## src/design/pwm_pkg.sv

```systemverilog
// shared constants and types of the pwm mode and ir queue block
// What this block does
// mode nibble picks channel 0 operating mode
// channels 1 to 5 free-running only
// frames repeat until disabled; then low at once
// new compare and period at next frame
// frame end sets w1c cycle-done flag, masked
// counted mode plays group count frames
// group end clears enable, sets group flag
// infrared mode repeats groups without stopping
// infrared updates apply at next group start
// counted mode finishes group; disable stops now
// infrared sets frame and group flags
// element: count 13:0, set 14, carrier 15
// bit 14 picks primary or alternate timing
// software writes element bytes through window
// eight byte queue with count, empty, full
// queued elements play in order while enabled
// empty after last element clears enable
// flush discards queue; also during playback
// dma feeds queue; dma start sets enable
// playback end sets queue-stop flag, masked
// dma words carry two elements, low first
// count level to compare, rest to period
// counters tick every divider plus one clocks
// cpu queue below threshold flags interrupt
// low element holds output low per period
// window write into full queue discarded
package pwm_pkg;
	localparam int NCH = 6;
	localparam int PNW = 14;
	localparam int QPW = 3;
	localparam int QCW = 4;
	localparam int TIME_STRIDE = 4;
	localparam int PER_OFS = 2;
	localparam int CNT_STRIDE = 2;
	// register indexes; byte address is four times the index
	localparam logic [10:0] IDX_EN_HI = 11'h780;
	localparam logic [10:0] IDX_EN0 = 11'h781;
	localparam logic [10:0] IDX_DIV = 11'h782;
	localparam logic [10:0] IDX_MODE = 11'h783;
	localparam logic [10:0] IDX_TIME_BASE = 11'h794;
	localparam logic [10:0] IDX_PNUM = 11'h7AC;
	localparam logic [10:0] IDX_FMASK = 11'h7B0;
	localparam logic [10:0] IDX_FFLAG = 11'h7B1;
	localparam logic [10:0] IDX_QMASK = 11'h7B2;
	localparam logic [10:0] IDX_QFLAG = 11'h7B3;
	localparam logic [10:0] IDX_CNT_BASE = 11'h7B4;
	localparam logic [10:0] IDX_PCNT = 11'h7C0;
	localparam logic [10:0] IDX_ALT_CMP = 11'h7C4;
	localparam logic [10:0] IDX_ALT_PER = 11'h7C6;
	localparam logic [10:0] IDX_WIN_FIRST = 11'h7C8;
	localparam logic [10:0] IDX_WIN_LAST = 11'h7CB;
	localparam logic [10:0] IDX_THRESH = 11'h7CC;
	localparam logic [10:0] IDX_QSTAT = 11'h7CD;
	localparam logic [10:0] IDX_FLUSH = 11'h7CE;
	// channel 0 mode codes
	localparam logic [3:0] MODE_COUNT = 4'h1;
	localparam logic [3:0] MODE_IR = 4'h3;
	localparam logic [3:0] MODE_QCPU = 4'h7;
	localparam logic [3:0] MODE_QDMA = 4'hF;
	// flag and field positions
	localparam int FLAG_GROUP = 0;
	localparam int FLAG_DMA_END = 1;
	localparam int FLAG_FRAME0 = 2;
	localparam int QFLAG_STOP = 0;
	localparam int QFLAG_LEVEL = 1;
	localparam int QSTAT_EMPTY = 4;
	localparam int QSTAT_FULL = 5;
	localparam int ELEM_ALT = 14;
	localparam int ELEM_CARRIER = 15;
	// queue sizes and reset values
	localparam logic [QCW-1:0] QDEPTH_C = 4'h8;
	localparam logic [4:0] QDEPTH_W = 5'h08;
	localparam logic [QCW-1:0] ELEM_BYTES = 4'h2;
	localparam logic [QPW-1:0] ELEM_STEP = 3'h2;
	localparam logic [15:0] ALT_CMP_RST = 16'h5555;
	typedef struct packed {
		logic read;
		logic write;
		logic [12:0] address;
		logic [31:0] writedata;
		logic [3:0] byteenable;
	} bus_req_type;
	typedef struct packed {
		logic valid;
		logic [31:0] data;
	} dma_word_type;
endpackage : pwm_pkg

```

## src/design/pwm_modes_ir_fifo.sv

```systemverilog
// six pwm channel engines, channel 0 modes, element queue control and register slave
`timescale 1ns/1ns
`default_nettype none
module pwm_modes_ir_fifo import pwm_pkg::*; (
	// clock, reset, clock enable
	input wire logic clk_sys,
	input wire logic rstn,
	input wire logic ce,
	// avalon-mm slave
	input wire bus_req_type avs_req,
	output logic [31:0] avs_readdata,
	output logic avs_waitrequest,
	// dma channel feeding the queue
	input wire dma_word_type dma_word,
	input wire logic dma_start,
	output logic dma_ready,
	// pins and interrupt
	output logic [NCH-1:0] pwm_out,
	output logic irq
);
	typedef struct packed {
		logic [NCH-1:0] en;
		logic [7:0] div;
		logic [7:0] mode;
		logic [NCH-1:0][15:0] cmp;
		logic [NCH-1:0][15:0] per;
		logic [15:0] alt_cmp;
		logic [15:0] alt_per;
		logic [PNW-1:0] pnum;
		logic [7:0] fmask;
		logic [7:0] fflag;
		logic [7:0] qmask;
		logic [7:0] qflag;
		logic [QCW-1:0] thresh;
		logic [7:0] dcnt;
		logic [NCH-1:0] run;
		logic [NCH-1:0][15:0] cnt;
		logic [NCH-1:0][15:0] cmp_a;
		logic [NCH-1:0][15:0] per_a;
		logic [PNW-1:0] pcnt;
		logic [PNW-1:0] pnum_a;
		logic carrier;
		logic [QPW-1:0] wp;
		logic [QPW-1:0] rp;
		logic [QCW-1:0] qcnt;
		logic [QCW-1:0] qcnt_d;
		logic pop_d;
		logic [31:0] pbuf;
		logic [3:0] pmask;
		logic pcpu;
		logic dma_rdy;
		logic waitreq;
		logic [31:0] rdata;
		logic [NCH-1:0] out;
		logic irq;
	} state_type;

	state_type st_reg, st_next;
	logic [15:0] elem;
	logic push;
	logic [10:0] idx;
	logic [3:0] be;
	logic [31:0] wd;
	logic [31:0] rv;
	logic tick;
	logic idle;
	logic win;
	logic room;
	logic [4:0] nb;
	logic [NCH-1:0] fend;
	logic [NCH-1:0] strt;
	logic [7:0] fset;
	logic [7:0] fclr;
	logic [7:0] qset;
	logic [7:0] qclr;
	logic grp_end;
	logic qmode;
	logic cntmode;
	logic irmode;
	logic q_ok;
	logic pop;
	logic flush;
	logic need;

	assign push = st_reg.pmask[0];

	queue_mem u_mem (
		.clk_sys(clk_sys),
		.rstn(rstn),
		.ce(ce),
		.wr_en(push),
		.wr_addr(st_reg.wp),
		.wr_data(st_reg.pbuf[7:0]),
		.rd_addr(st_reg.rp),
		.rd_data(elem)
	);

	always_comb begin
		st_next = st_reg;
		idx = avs_req.address[12:2];
		be = avs_req.byteenable;
		wd = avs_req.writedata;
		fset = '0;
		fclr = '0;
		qset = '0;
		qclr = '0;
		flush = 1'b0;
		pop = 1'b0;
		rv = '0;
		fend = '0;
		strt = '0;

		// divided counter clock; >= so a divider lowered mid-count never wraps the count
		tick = (st_reg.dcnt >= st_reg.div);
		st_next.dcnt = tick ? 8'h00 : st_reg.dcnt + 8'h01;

		// channel 0 mode decode, anything else is free-running
		cntmode = (st_reg.mode[3:0] == MODE_COUNT);
		irmode = (st_reg.mode[3:0] == MODE_IR);
		qmode = (st_reg.mode[3:0] == MODE_QCPU) || (st_reg.mode[3:0] == MODE_QDMA);

		// frame engines shared by every channel
		for (int c = 0; c < NCH; c++) begin
			fend[c] = st_reg.run[c] && tick && (st_reg.cnt[c] + 16'h0001 >= st_reg.per_a[c]);
			strt[c] = st_reg.en[c] && tick && (!st_reg.run[c] || fend[c]);
			if (tick && st_reg.run[c]) begin
				st_next.cnt[c] = st_reg.cnt[c] + 16'h0001;
			end
			if (fend[c]) begin
				fset[FLAG_FRAME0 + c] = 1'b1;
			end
			if (strt[c]) begin
				st_next.run[c] = 1'b1;
				st_next.cnt[c] = '0;
				st_next.cmp_a[c] = st_reg.cmp[c];
				st_next.per_a[c] = st_reg.per[c];
			end else if (fend[c]) begin
				st_next.run[c] = 1'b0;
			end
			if (!st_reg.en[c]) begin
				st_next.run[c] = 1'b0;
			end
		end

		// channel 0 alone carries the group and queue modes
		grp_end = fend[0] && (st_reg.pcnt + 14'h0001 >= st_reg.pnum_a);
		q_ok = (st_reg.qcnt_d >= ELEM_BYTES) && !st_reg.pop_d;
		need = st_reg.en[0] && tick && (!st_reg.run[0] || grp_end);
		if (fend[0]) begin
			st_next.pcnt = st_reg.pcnt + 14'h0001;
		end
		if (cntmode || irmode) begin
			if (fend[0] && !grp_end) begin
				st_next.cmp_a[0] = st_reg.cmp_a[0];
				st_next.per_a[0] = st_reg.per_a[0];
			end
			if (strt[0] && (!st_reg.run[0] || grp_end)) begin
				st_next.pcnt = '0;
				st_next.pnum_a = st_reg.pnum;
				st_next.carrier = 1'b1;
			end
			if (grp_end) begin
				fset[FLAG_GROUP] = 1'b1;
				if (cntmode) begin
					st_next.en[0] = 1'b0;
					st_next.run[0] = 1'b0;
				end
			end
		end else if (qmode) begin
			if (fend[0] && !grp_end) begin
				st_next.cmp_a[0] = st_reg.cmp_a[0];
				st_next.per_a[0] = st_reg.per_a[0];
			end
			if (need) begin
				if (q_ok) begin
					pop = 1'b1;
					st_next.run[0] = 1'b1;
					st_next.cnt[0] = '0;
					st_next.pcnt = '0;
					st_next.pnum_a = elem[PNW-1:0];
					st_next.carrier = elem[ELEM_CARRIER];
					st_next.cmp_a[0] = elem[ELEM_ALT] ? st_reg.alt_cmp : st_reg.cmp[0];
					st_next.per_a[0] = elem[ELEM_ALT] ? st_reg.alt_per : st_reg.per[0];
				end else begin
					st_next.run[0] = 1'b0;
					if (st_reg.run[0]) begin
						st_next.en[0] = 1'b0;
						qset[QFLAG_STOP] = 1'b1;
						if (st_reg.mode[3:0] == MODE_QDMA) begin
							fset[FLAG_DMA_END] = 1'b1;
						end
					end
				end
			end
		end else if (strt[0]) begin
			st_next.carrier = 1'b1;
		end
		if ((st_reg.mode[3:0] == MODE_QCPU) && (st_reg.qcnt < st_reg.thresh)) begin
			qset[QFLAG_LEVEL] = 1'b1;
		end

		// byte pusher, one byte a clock, lanes low first
		if (st_reg.pmask != 4'h0) begin
			st_next.pbuf = st_reg.pbuf >> 8;
			st_next.pmask = st_reg.pmask >> 1;
		end
		idle = (st_reg.pmask == 4'h0) && !st_reg.dma_rdy;
		win = (idx >= IDX_WIN_FIRST) && (idx <= IDX_WIN_LAST);
		nb = 5'(be[0]) + 5'(be[1]) + 5'(be[2]) + 5'(be[3]);
		room = (5'(st_reg.qcnt) + nb) <= QDEPTH_W;
		if (st_reg.dma_rdy) begin
			st_next.pbuf = dma_word.data;
			st_next.pmask = 4'hF;
		end
		st_next.dma_rdy = (st_reg.mode[3:0] == MODE_QDMA) && dma_word.valid && idle && !st_reg.pcpu
			&& !(st_reg.waitreq && avs_req.write && win)
			&& ((5'(st_reg.qcnt) + 5'h04) <= QDEPTH_W);

		// register read view
		case (idx)
			IDX_EN_HI: rv[NCH-1:1] = st_reg.en[NCH-1:1];
			IDX_EN0: rv[0] = st_reg.en[0];
			IDX_DIV: rv[7:0] = st_reg.div;
			IDX_MODE: rv[7:0] = st_reg.mode;
			IDX_PNUM: rv[PNW-1:0] = st_reg.pnum;
			IDX_FMASK: rv[7:0] = st_reg.fmask;
			IDX_FFLAG: rv[7:0] = st_reg.fflag;
			IDX_QMASK: rv[7:0] = st_reg.qmask;
			IDX_QFLAG: rv[7:0] = st_reg.qflag;
			IDX_PCNT: rv[PNW-1:0] = st_reg.pcnt;
			IDX_ALT_CMP: rv[15:0] = st_reg.alt_cmp;
			IDX_ALT_PER: rv[15:0] = st_reg.alt_per;
			IDX_THRESH: rv[QCW-1:0] = st_reg.thresh;
			IDX_QSTAT: begin
				rv[QCW-1:0] = st_reg.qcnt;
				rv[QSTAT_EMPTY] = (st_reg.qcnt == 4'h0);
				rv[QSTAT_FULL] = (st_reg.qcnt == QDEPTH_C);
			end
			default: begin
				for (int c = 0; c < NCH; c++) begin
					if (idx == IDX_TIME_BASE + 11'(c * TIME_STRIDE)) begin
						rv[15:0] = st_reg.cmp[c];
					end
					if (idx == IDX_TIME_BASE + 11'(c * TIME_STRIDE + PER_OFS)) begin
						rv[15:0] = st_reg.per[c];
					end
					if (idx == IDX_CNT_BASE + 11'(c * CNT_STRIDE)) begin
						rv[15:0] = st_reg.cnt[c];
					end
				end
			end
		endcase

		// bus handshake: answer one clock after the request is seen with the byte pusher idle; window writes once their bytes are pushed
		st_next.waitreq = 1'b1;
		if (st_reg.waitreq && (avs_req.read || avs_req.write) && idle) begin
			if (st_reg.pcpu) begin
				st_next.pcpu = 1'b0;
				st_next.waitreq = 1'b0;
			end else if (avs_req.write && win) begin
				st_next.pcpu = 1'b1;
				st_next.pbuf = wd;
				st_next.pmask = room ? be : 4'h0;
			end else begin
				st_next.waitreq = 1'b0;
				st_next.rdata = rv;
			end
		end

		// writes take effect at the edge that ends the request
		if (!st_reg.waitreq && avs_req.write) begin
			case (idx)
				IDX_EN_HI: if (be[0]) st_next.en[NCH-1:1] = wd[NCH-1:1];
				IDX_EN0: if (be[0]) st_next.en[0] = wd[0];
				IDX_DIV: if (be[0]) st_next.div = wd[7:0];
				IDX_MODE: if (be[0]) st_next.mode = wd[7:0];
				IDX_FMASK: if (be[0]) st_next.fmask = wd[7:0];
				IDX_QMASK: if (be[0]) st_next.qmask = wd[7:0];
				IDX_FFLAG: if (be[0]) fclr = wd[7:0];
				IDX_QFLAG: if (be[0]) qclr = wd[7:0];
				IDX_THRESH: if (be[0]) st_next.thresh = wd[QCW-1:0];
				IDX_FLUSH: flush = be[0] && wd[0];
				IDX_PNUM: begin
					if (be[0]) st_next.pnum[7:0] = wd[7:0];
					if (be[1]) st_next.pnum[PNW-1:8] = wd[PNW-1:8];
				end
				IDX_ALT_CMP: begin
					if (be[0]) st_next.alt_cmp[7:0] = wd[7:0];
					if (be[1]) st_next.alt_cmp[15:8] = wd[15:8];
				end
				IDX_ALT_PER: begin
					if (be[0]) st_next.alt_per[7:0] = wd[7:0];
					if (be[1]) st_next.alt_per[15:8] = wd[15:8];
				end
				default: begin
					for (int c = 0; c < NCH; c++) begin
						if (idx == IDX_TIME_BASE + 11'(c * TIME_STRIDE)) begin
							if (be[0]) st_next.cmp[c][7:0] = wd[7:0];
							if (be[1]) st_next.cmp[c][15:8] = wd[15:8];
						end
						if (idx == IDX_TIME_BASE + 11'(c * TIME_STRIDE + PER_OFS)) begin
							if (be[0]) st_next.per[c][7:0] = wd[7:0];
							if (be[1]) st_next.per[c][15:8] = wd[15:8];
						end
					end
				end
			endcase
		end
		if (dma_start && (st_reg.mode[3:0] == MODE_QDMA)) begin
			st_next.en[0] = 1'b1;
		end

		// queue bookkeeping
		st_next.wp = st_reg.wp + QPW'(push);
		st_next.rp = pop ? st_reg.rp + ELEM_STEP : st_reg.rp;
		st_next.qcnt = st_reg.qcnt + QCW'(push) - (pop ? ELEM_BYTES : 4'h0);
		st_next.qcnt_d = st_reg.qcnt;
		st_next.pop_d = pop;
		if (flush) begin
			st_next.wp = '0;
			st_next.rp = '0;
			st_next.qcnt = '0;
			st_next.pop_d = 1'b1;
		end

		// sticky flags: a set in the clearing cycle wins
		st_next.fflag = (st_reg.fflag & ~fclr) | fset;
		st_next.qflag = (st_reg.qflag & ~qclr) | qset;

		// pins follow the new state, so a disable drops them at once
		for (int c = 0; c < NCH; c++) begin
			st_next.out[c] = st_next.en[c] && st_next.run[c] && (st_next.cnt[c] < st_next.cmp_a[c]);
		end
		st_next.out[0] = st_next.out[0] && st_next.carrier;
		st_next.irq = |(st_next.fflag & st_next.fmask) || |(st_next.qflag & st_next.qmask);
	end

	always_ff @(posedge clk_sys) begin
		if (!rstn) begin
			st_reg <= '0;
			st_reg.waitreq <= 1'b1;
			st_reg.alt_cmp <= ALT_CMP_RST;
		end else if (ce) begin
			st_reg <= st_next;
		end
	end

	assign avs_readdata = st_reg.rdata;
	assign avs_waitrequest = st_reg.waitreq;
	assign dma_ready = st_reg.dma_rdy;
	assign pwm_out = st_reg.out;
	assign irq = st_reg.irq;
endmodule : pwm_modes_ir_fifo
`default_nettype wire

```

## src/design/queue_mem.sv

```systemverilog
// byte-wide element queue storage with registered element read
`timescale 1ns/1ns
`default_nettype none
module queue_mem import pwm_pkg::*; (
	// clock, reset, clock enable
	input wire logic clk_sys,
	input wire logic rstn,
	input wire logic ce,
	// byte write
	input wire logic wr_en,
	input wire logic [QPW-1:0] wr_addr,
	input wire logic [7:0] wr_data,
	// element read, two bytes low first
	input wire logic [QPW-1:0] rd_addr,
	output logic [15:0] rd_data
);
	typedef struct packed {
		logic [7:0][7:0] mem;
		logic [15:0] rd;
	} mem_state_type;
	mem_state_type st_reg, st_next;
	always_comb begin
		st_next = st_reg;
		if (wr_en) begin
			st_next.mem[wr_addr] = wr_data;
		end
		st_next.rd = {st_reg.mem[QPW'(rd_addr + 1'b1)], st_reg.mem[rd_addr]};
	end
	always_ff @(posedge clk_sys) begin
		if (!rstn) begin
			st_reg <= '0;
		end else if (ce) begin
			st_reg <= st_next;
		end
	end
	assign rd_data = st_reg.rd;
endmodule : queue_mem
`default_nettype wire

```

## config.mk

```make
export PLATFORM = sky130hd
export DESIGN_NAME = pwm_modes_ir_fifo
export DESIGN_NICKNAME = d
export VERILOG_FILES = /design/src/design/pwm_pkg.sv /design/src/design/pwm_modes_ir_fifo.sv /design/src/design/queue_mem.sv
export SDC_FILE = /design/constraint.sdc
export NUM_CORES = 2
export LEC_CHECK = 0
export ABC_CLOCK_PERIOD_IN_PS = 6870
export BUFFER_PORTS_ARGS = -buffer_cell sky130_fd_sc_hd__buf_4
export CAP_MARGIN = 15
export CORE_ASPECT_RATIO = 1.25
export CORE_MARGIN = 2
export CORE_UTILIZATION = 40
export DETAILED_ROUTE_END_ITERATION = 10
export PLACE_DENSITY = 0.59
export SETUP_SLACK_MARGIN = 0.4
export SLEW_MARGIN = 20
export SYNTH_ARGS = -nofsm -noshare
export SYNTH_HDL_FRONTEND = slang
export SYNTH_SLANG_ARGS = --single-unit
```

## constraint.sdc

```tcl
create_clock -name clk_sys -period 6.87 [get_ports clk_sys]
set_input_delay 0.3435 -clock clk_sys [delete_from_list [all_inputs] [get_ports clk_sys]]
set_output_delay 0.3435 -clock clk_sys [all_outputs]
set_load 0.02 [all_outputs]
```

==> impl_metrics.py <==
metrics = {
    "status": {
        "status": "complete, no violations",
    },
    "detailed_routing": {
        "wl_per_cell_microns": 25.24,
        "wl_microns": 179100,
        "vias": 43559,
        "drt_pass1_iterations": 9,
        "drtAntennaViolNets": 0,
        "drtIter0Drc": 4650,
        "avgViaCountPerCell": 6.139,
        "drc": 0,
    },
    "clocking": {
        "cts_made_buffers": 83,
        "cts_sinks": 782,
        "insertion_delay_ns": 0.72,
        "clock-root-buffer": "clkbuf_16",
        "clk_pin_slew_ns": 0.07,
        "cts-htree-levels": 3,
        "clockBufferDepth": 3,
        "cts_setup_buffers": 0,
        "tritoncts": "yes",
    },
    "worst_setup_path": {
        "rr_endpoint": "pwm_out[0]$_SDFFE_PN0P_",
        "path_cells": "and4_1 -> nand4_1 -> nor2_1 -> nand2_1 -> nor2_1 -> xor2_1 -> ha_1 -> nand2_1 -> o21ai_0 -> or2_2 -> a211oi_1 -> nor2_2 -> nor2_1 -> ha_1 -> a21o_1 -> a21o_1 -> a211o_1 -> o211ai_1 -> a21oi_1 -> o41ai_1 -> o31ai_1 -> nor4_1",
        "critPathMaxFanout": 12,
        "max_stage_delay_ns": 0.93,
        "r2r_cells": 22,
        "startpoint_type": "flip-flop",
        "r2r_start": "st_reg[319]$_SDFFE_PN0P_",
        "critPathTopFamily": "compound AO/OA/AOI/OAI gates",
        "slowest_stage": "a211oi_1",
        "crit_buf_inv": 0,
        "cp.required_ns": 7.49,
        "criticalPathCategory": "flip-flop to flip-flop",
        "rrSetupSlack_ns": 0.84,
        "critPathCaptureType": "flip-flop",
        "critPathArrivalTime_ns": 6.65,
        "cpMostUsedCell": "nor2_1",
    },
    "pwr": {
        "power_switching_uw": 2585,
        "combPwrFrac_pct": 6.4,
        "powerDensity_nw_per_um2": 199.0,
        "switching_share_pct": 25.75,
        "p_leak_uw": 0.01858,
        "ir_worst_vdd_mv": 0.2156,
        "p_int_uw": 7454,
        "clockPowerShare_pct": 47.6,
        "pwr-share-seq_pct": 46.0,
    },
    "min_path": {
        "min_delay_worst_endpoint": "st_reg[64]$_SDFFE_PN0P_",
        "whs_path_depth": 5,
        "worstHoldPathType": "input pin to flip-flop",
        "min_from": "dma_word[18]",
    },
    "floorplanning": {
        "die_area_sq_um": 116900,
        "num_io_pins": 129,
        "fp.dieW_microns": 306.3,
        "start_util_pct": 40.33,
        "rows": 138,
        "die_h_microns": 381.8,
        "core_sq_um": 113300,
    },
    "logic_synthesis": {
        "synth_ff_type": "dfxtp_1",
        "syn-cell-area_sq_um": 45680,
        "ys_ff_latch": 782,
        "async_reset_ff_share_pct": 0,
        "synth_edf_count": 0,
        "synth-seq-area-share_pct": 34.27,
        "synth_cell_types": 98,
        "ys.warnings.count": 0,
        "synth_area_per_cell_sq_um": 7.996,
        "synth_cells": 5713,
    },
    "global_route": {
        "gr-total-overflow": 0,
        "grt_pass1_vias": 41063,
        "grt_pass1_wl_microns": 265300,
        "grt_max_degree": 116,
        "grt_usage_pct": 29.70,
        "antenna_found_initial": 7,
    },
    "finish": {
        "final_cell_mix": "dfxtp_1, nand2_1, nor2_1",
        "syn_to_final_growth_pct": 10.43,
        "nets": 5882,
        "stdcell_count": 7096,
        "n_antenna_cell": 0,
        "drive_gt1_share_pct": 8.354,
        "largest_reg_flops": 672,
        "layout_commonest_cell": "dfxtp_1",
    },
    "timing": {
        "setup_viol": 0,
        "slew_violations": 0,
        "rsz0062_at_grt": "no",
        "maxSlewHeadroom_pct": 18.38,
        "fmax_mhz": 165.8,
        "worst_slew_pin_slew_ns": 1.221,
        "layout_min_cycle_time_ns": 6.032,
        "fin_crit_sh_pct": 87.80,
        "hold_violations": 0,
        "finClkSkew_ns": 0.05341,
        "fin_tns_setup_ns": 0,
    },
    "job": {
        "max-cap-violations": 0,
    },
    "placement": {
        "dp_hpwl_microns": 126400,
        "numPortBuffers": 110,
        "gp_congestion": 0.9629,
        "dp_cells": 6925,
    },
}
## cell families (layout without fill, tap and decap cells)
logic type | count (synthesis) | in the layout | share of synthesized area [%]
fa+ha+maj | 234 | 234 | 6.458
buf+inv | 659 | 556 | 5.850
simple gates | 2138 | 2139 | 21.62
mux | 420 | 420 | 9.663
xor+xnor | 191 | 191 | 3.662
flops | 782 | 782 | 34.27
compound gates | 1288 | 1288 | 18.47
other cells | 1 | 16 | 0.008209
## worst min-delay path, delay by kind of cell
| family | cells | cell delay [ns] |
|---|---|---|
| AOI/OAI and AO/OA | 2 | 0.14 |
| buffers and inverters | 1 | 0.11 |
| and+or+nand+nor | 2 | 0.11 |
## synth_stat cells (all sizes together) (24+ instances only)
cell     number  area share [%]
o211ai       47            0.77
nor3        124             1.4
a22oi        93             1.5
a221oi       28            0.55
nand2b       25            0.34
a311oi       31            0.59
a31oi        32            0.44
or3          31            0.42
xnor2        82             1.6
a21oi       498             5.5
nor2b        33            0.45
clkbuf      374             3.1
o21ai       184             2.0
o21a         24            0.39
a21o         42            0.69
xor2        109             2.1
ha          231             6.3
mux2i       396             8.7
nor4         28            0.46
inv         155             1.3
a32o         37            0.81
dfxtp       782              34
nand4        59            0.81
nor2        554             4.6
and3         75             1.0
and2         27            0.37
buf         129             1.5
nand3       320             3.5
o2111ai      29            0.56
a22o         31            0.59
nand2       759             6.3
## stage by stage
stage / util, % / hold slack (ns) / area [sq um] / setup slack [ns] / power, uW
after detailed placement: 41.86 / 0.4393 / 47420 / 0.7834 / 5335
after CTS: 44.53 / 0.01693 / 50430 / 0.7425 / 10080
after global routing: 44.54 / 0.06247 / 50450 / 0.4394 / 10290
after floorplan: - / 0.4209 / 45740 / 1.308 / 5074
final: 44.54 / 0.04649 / 50450 / 0.8382 / 10040
after global placement: 41.86 / 0.4390 / 47420 / 0.8576 / 5330
## metal layers
metal	wire [microns]	global-route usage [%]
met3	14210	4.828
met5	50	0
met4	13270	19.78
met2	81420	47.92
met1	70160	36.45
## power by group through the flow
stage                     sequential [uW]  clock, uW  combinational, uW
after detailed placement             4720          0                616
after floorplan                      4690          0                387
after CTS                            4620       4830                626
after global routing                 4620       4990                678
final                                4620       4770                646
after global placement               4720          0                611
## area by class of cell
type	count	area, sq um
fillers	11328	62820
multi-input cells	4288	27570
flip-flops and latches	782	15660
clock buffers	121	2441
repair buffers	249	1962
well taps	1470	1839
inverters	156	598.1
clock inverters	30	386.6
## how the worst max path moves through the flow
stage | startpoint | endpoint | cells past startpoint
global route | st_reg[319]$_SDFFE_PN0P_ | pwm_out[0]$_SDFFE_PN0P_ | 21
global placement | st_reg[319]$_SDFFE_PN0P_ | pwm_out[0]$_SDFFE_PN0P_ | 24
CTS | st_reg[319]$_SDFFE_PN0P_ | pwm_out[0]$_SDFFE_PN0P_ | 24
floorplan | st_reg[348]$_SDFFE_PN0P_ | pwm_out[2]$_SDFFE_PN0P_ | 25
detailed placement | st_reg[319]$_SDFFE_PN0P_ | pwm_out[0]$_SDFFE_PN0P_ | 23
finish | st_reg[319]$_SDFFE_PN0P_ | pwm_out[0]$_SDFFE_PN0P_ | 22
## what timing repair did
| action | in CTS | in global routing |
|---|---|---|
| resized for setup | 0 | 2 |
| hold buffers | 19 | 0 |
| endpoints found under the setup margin | 0 | 1 |
| hold endpoints to repair | 21 | 0 |
Power figures use the tool's default switching activity.
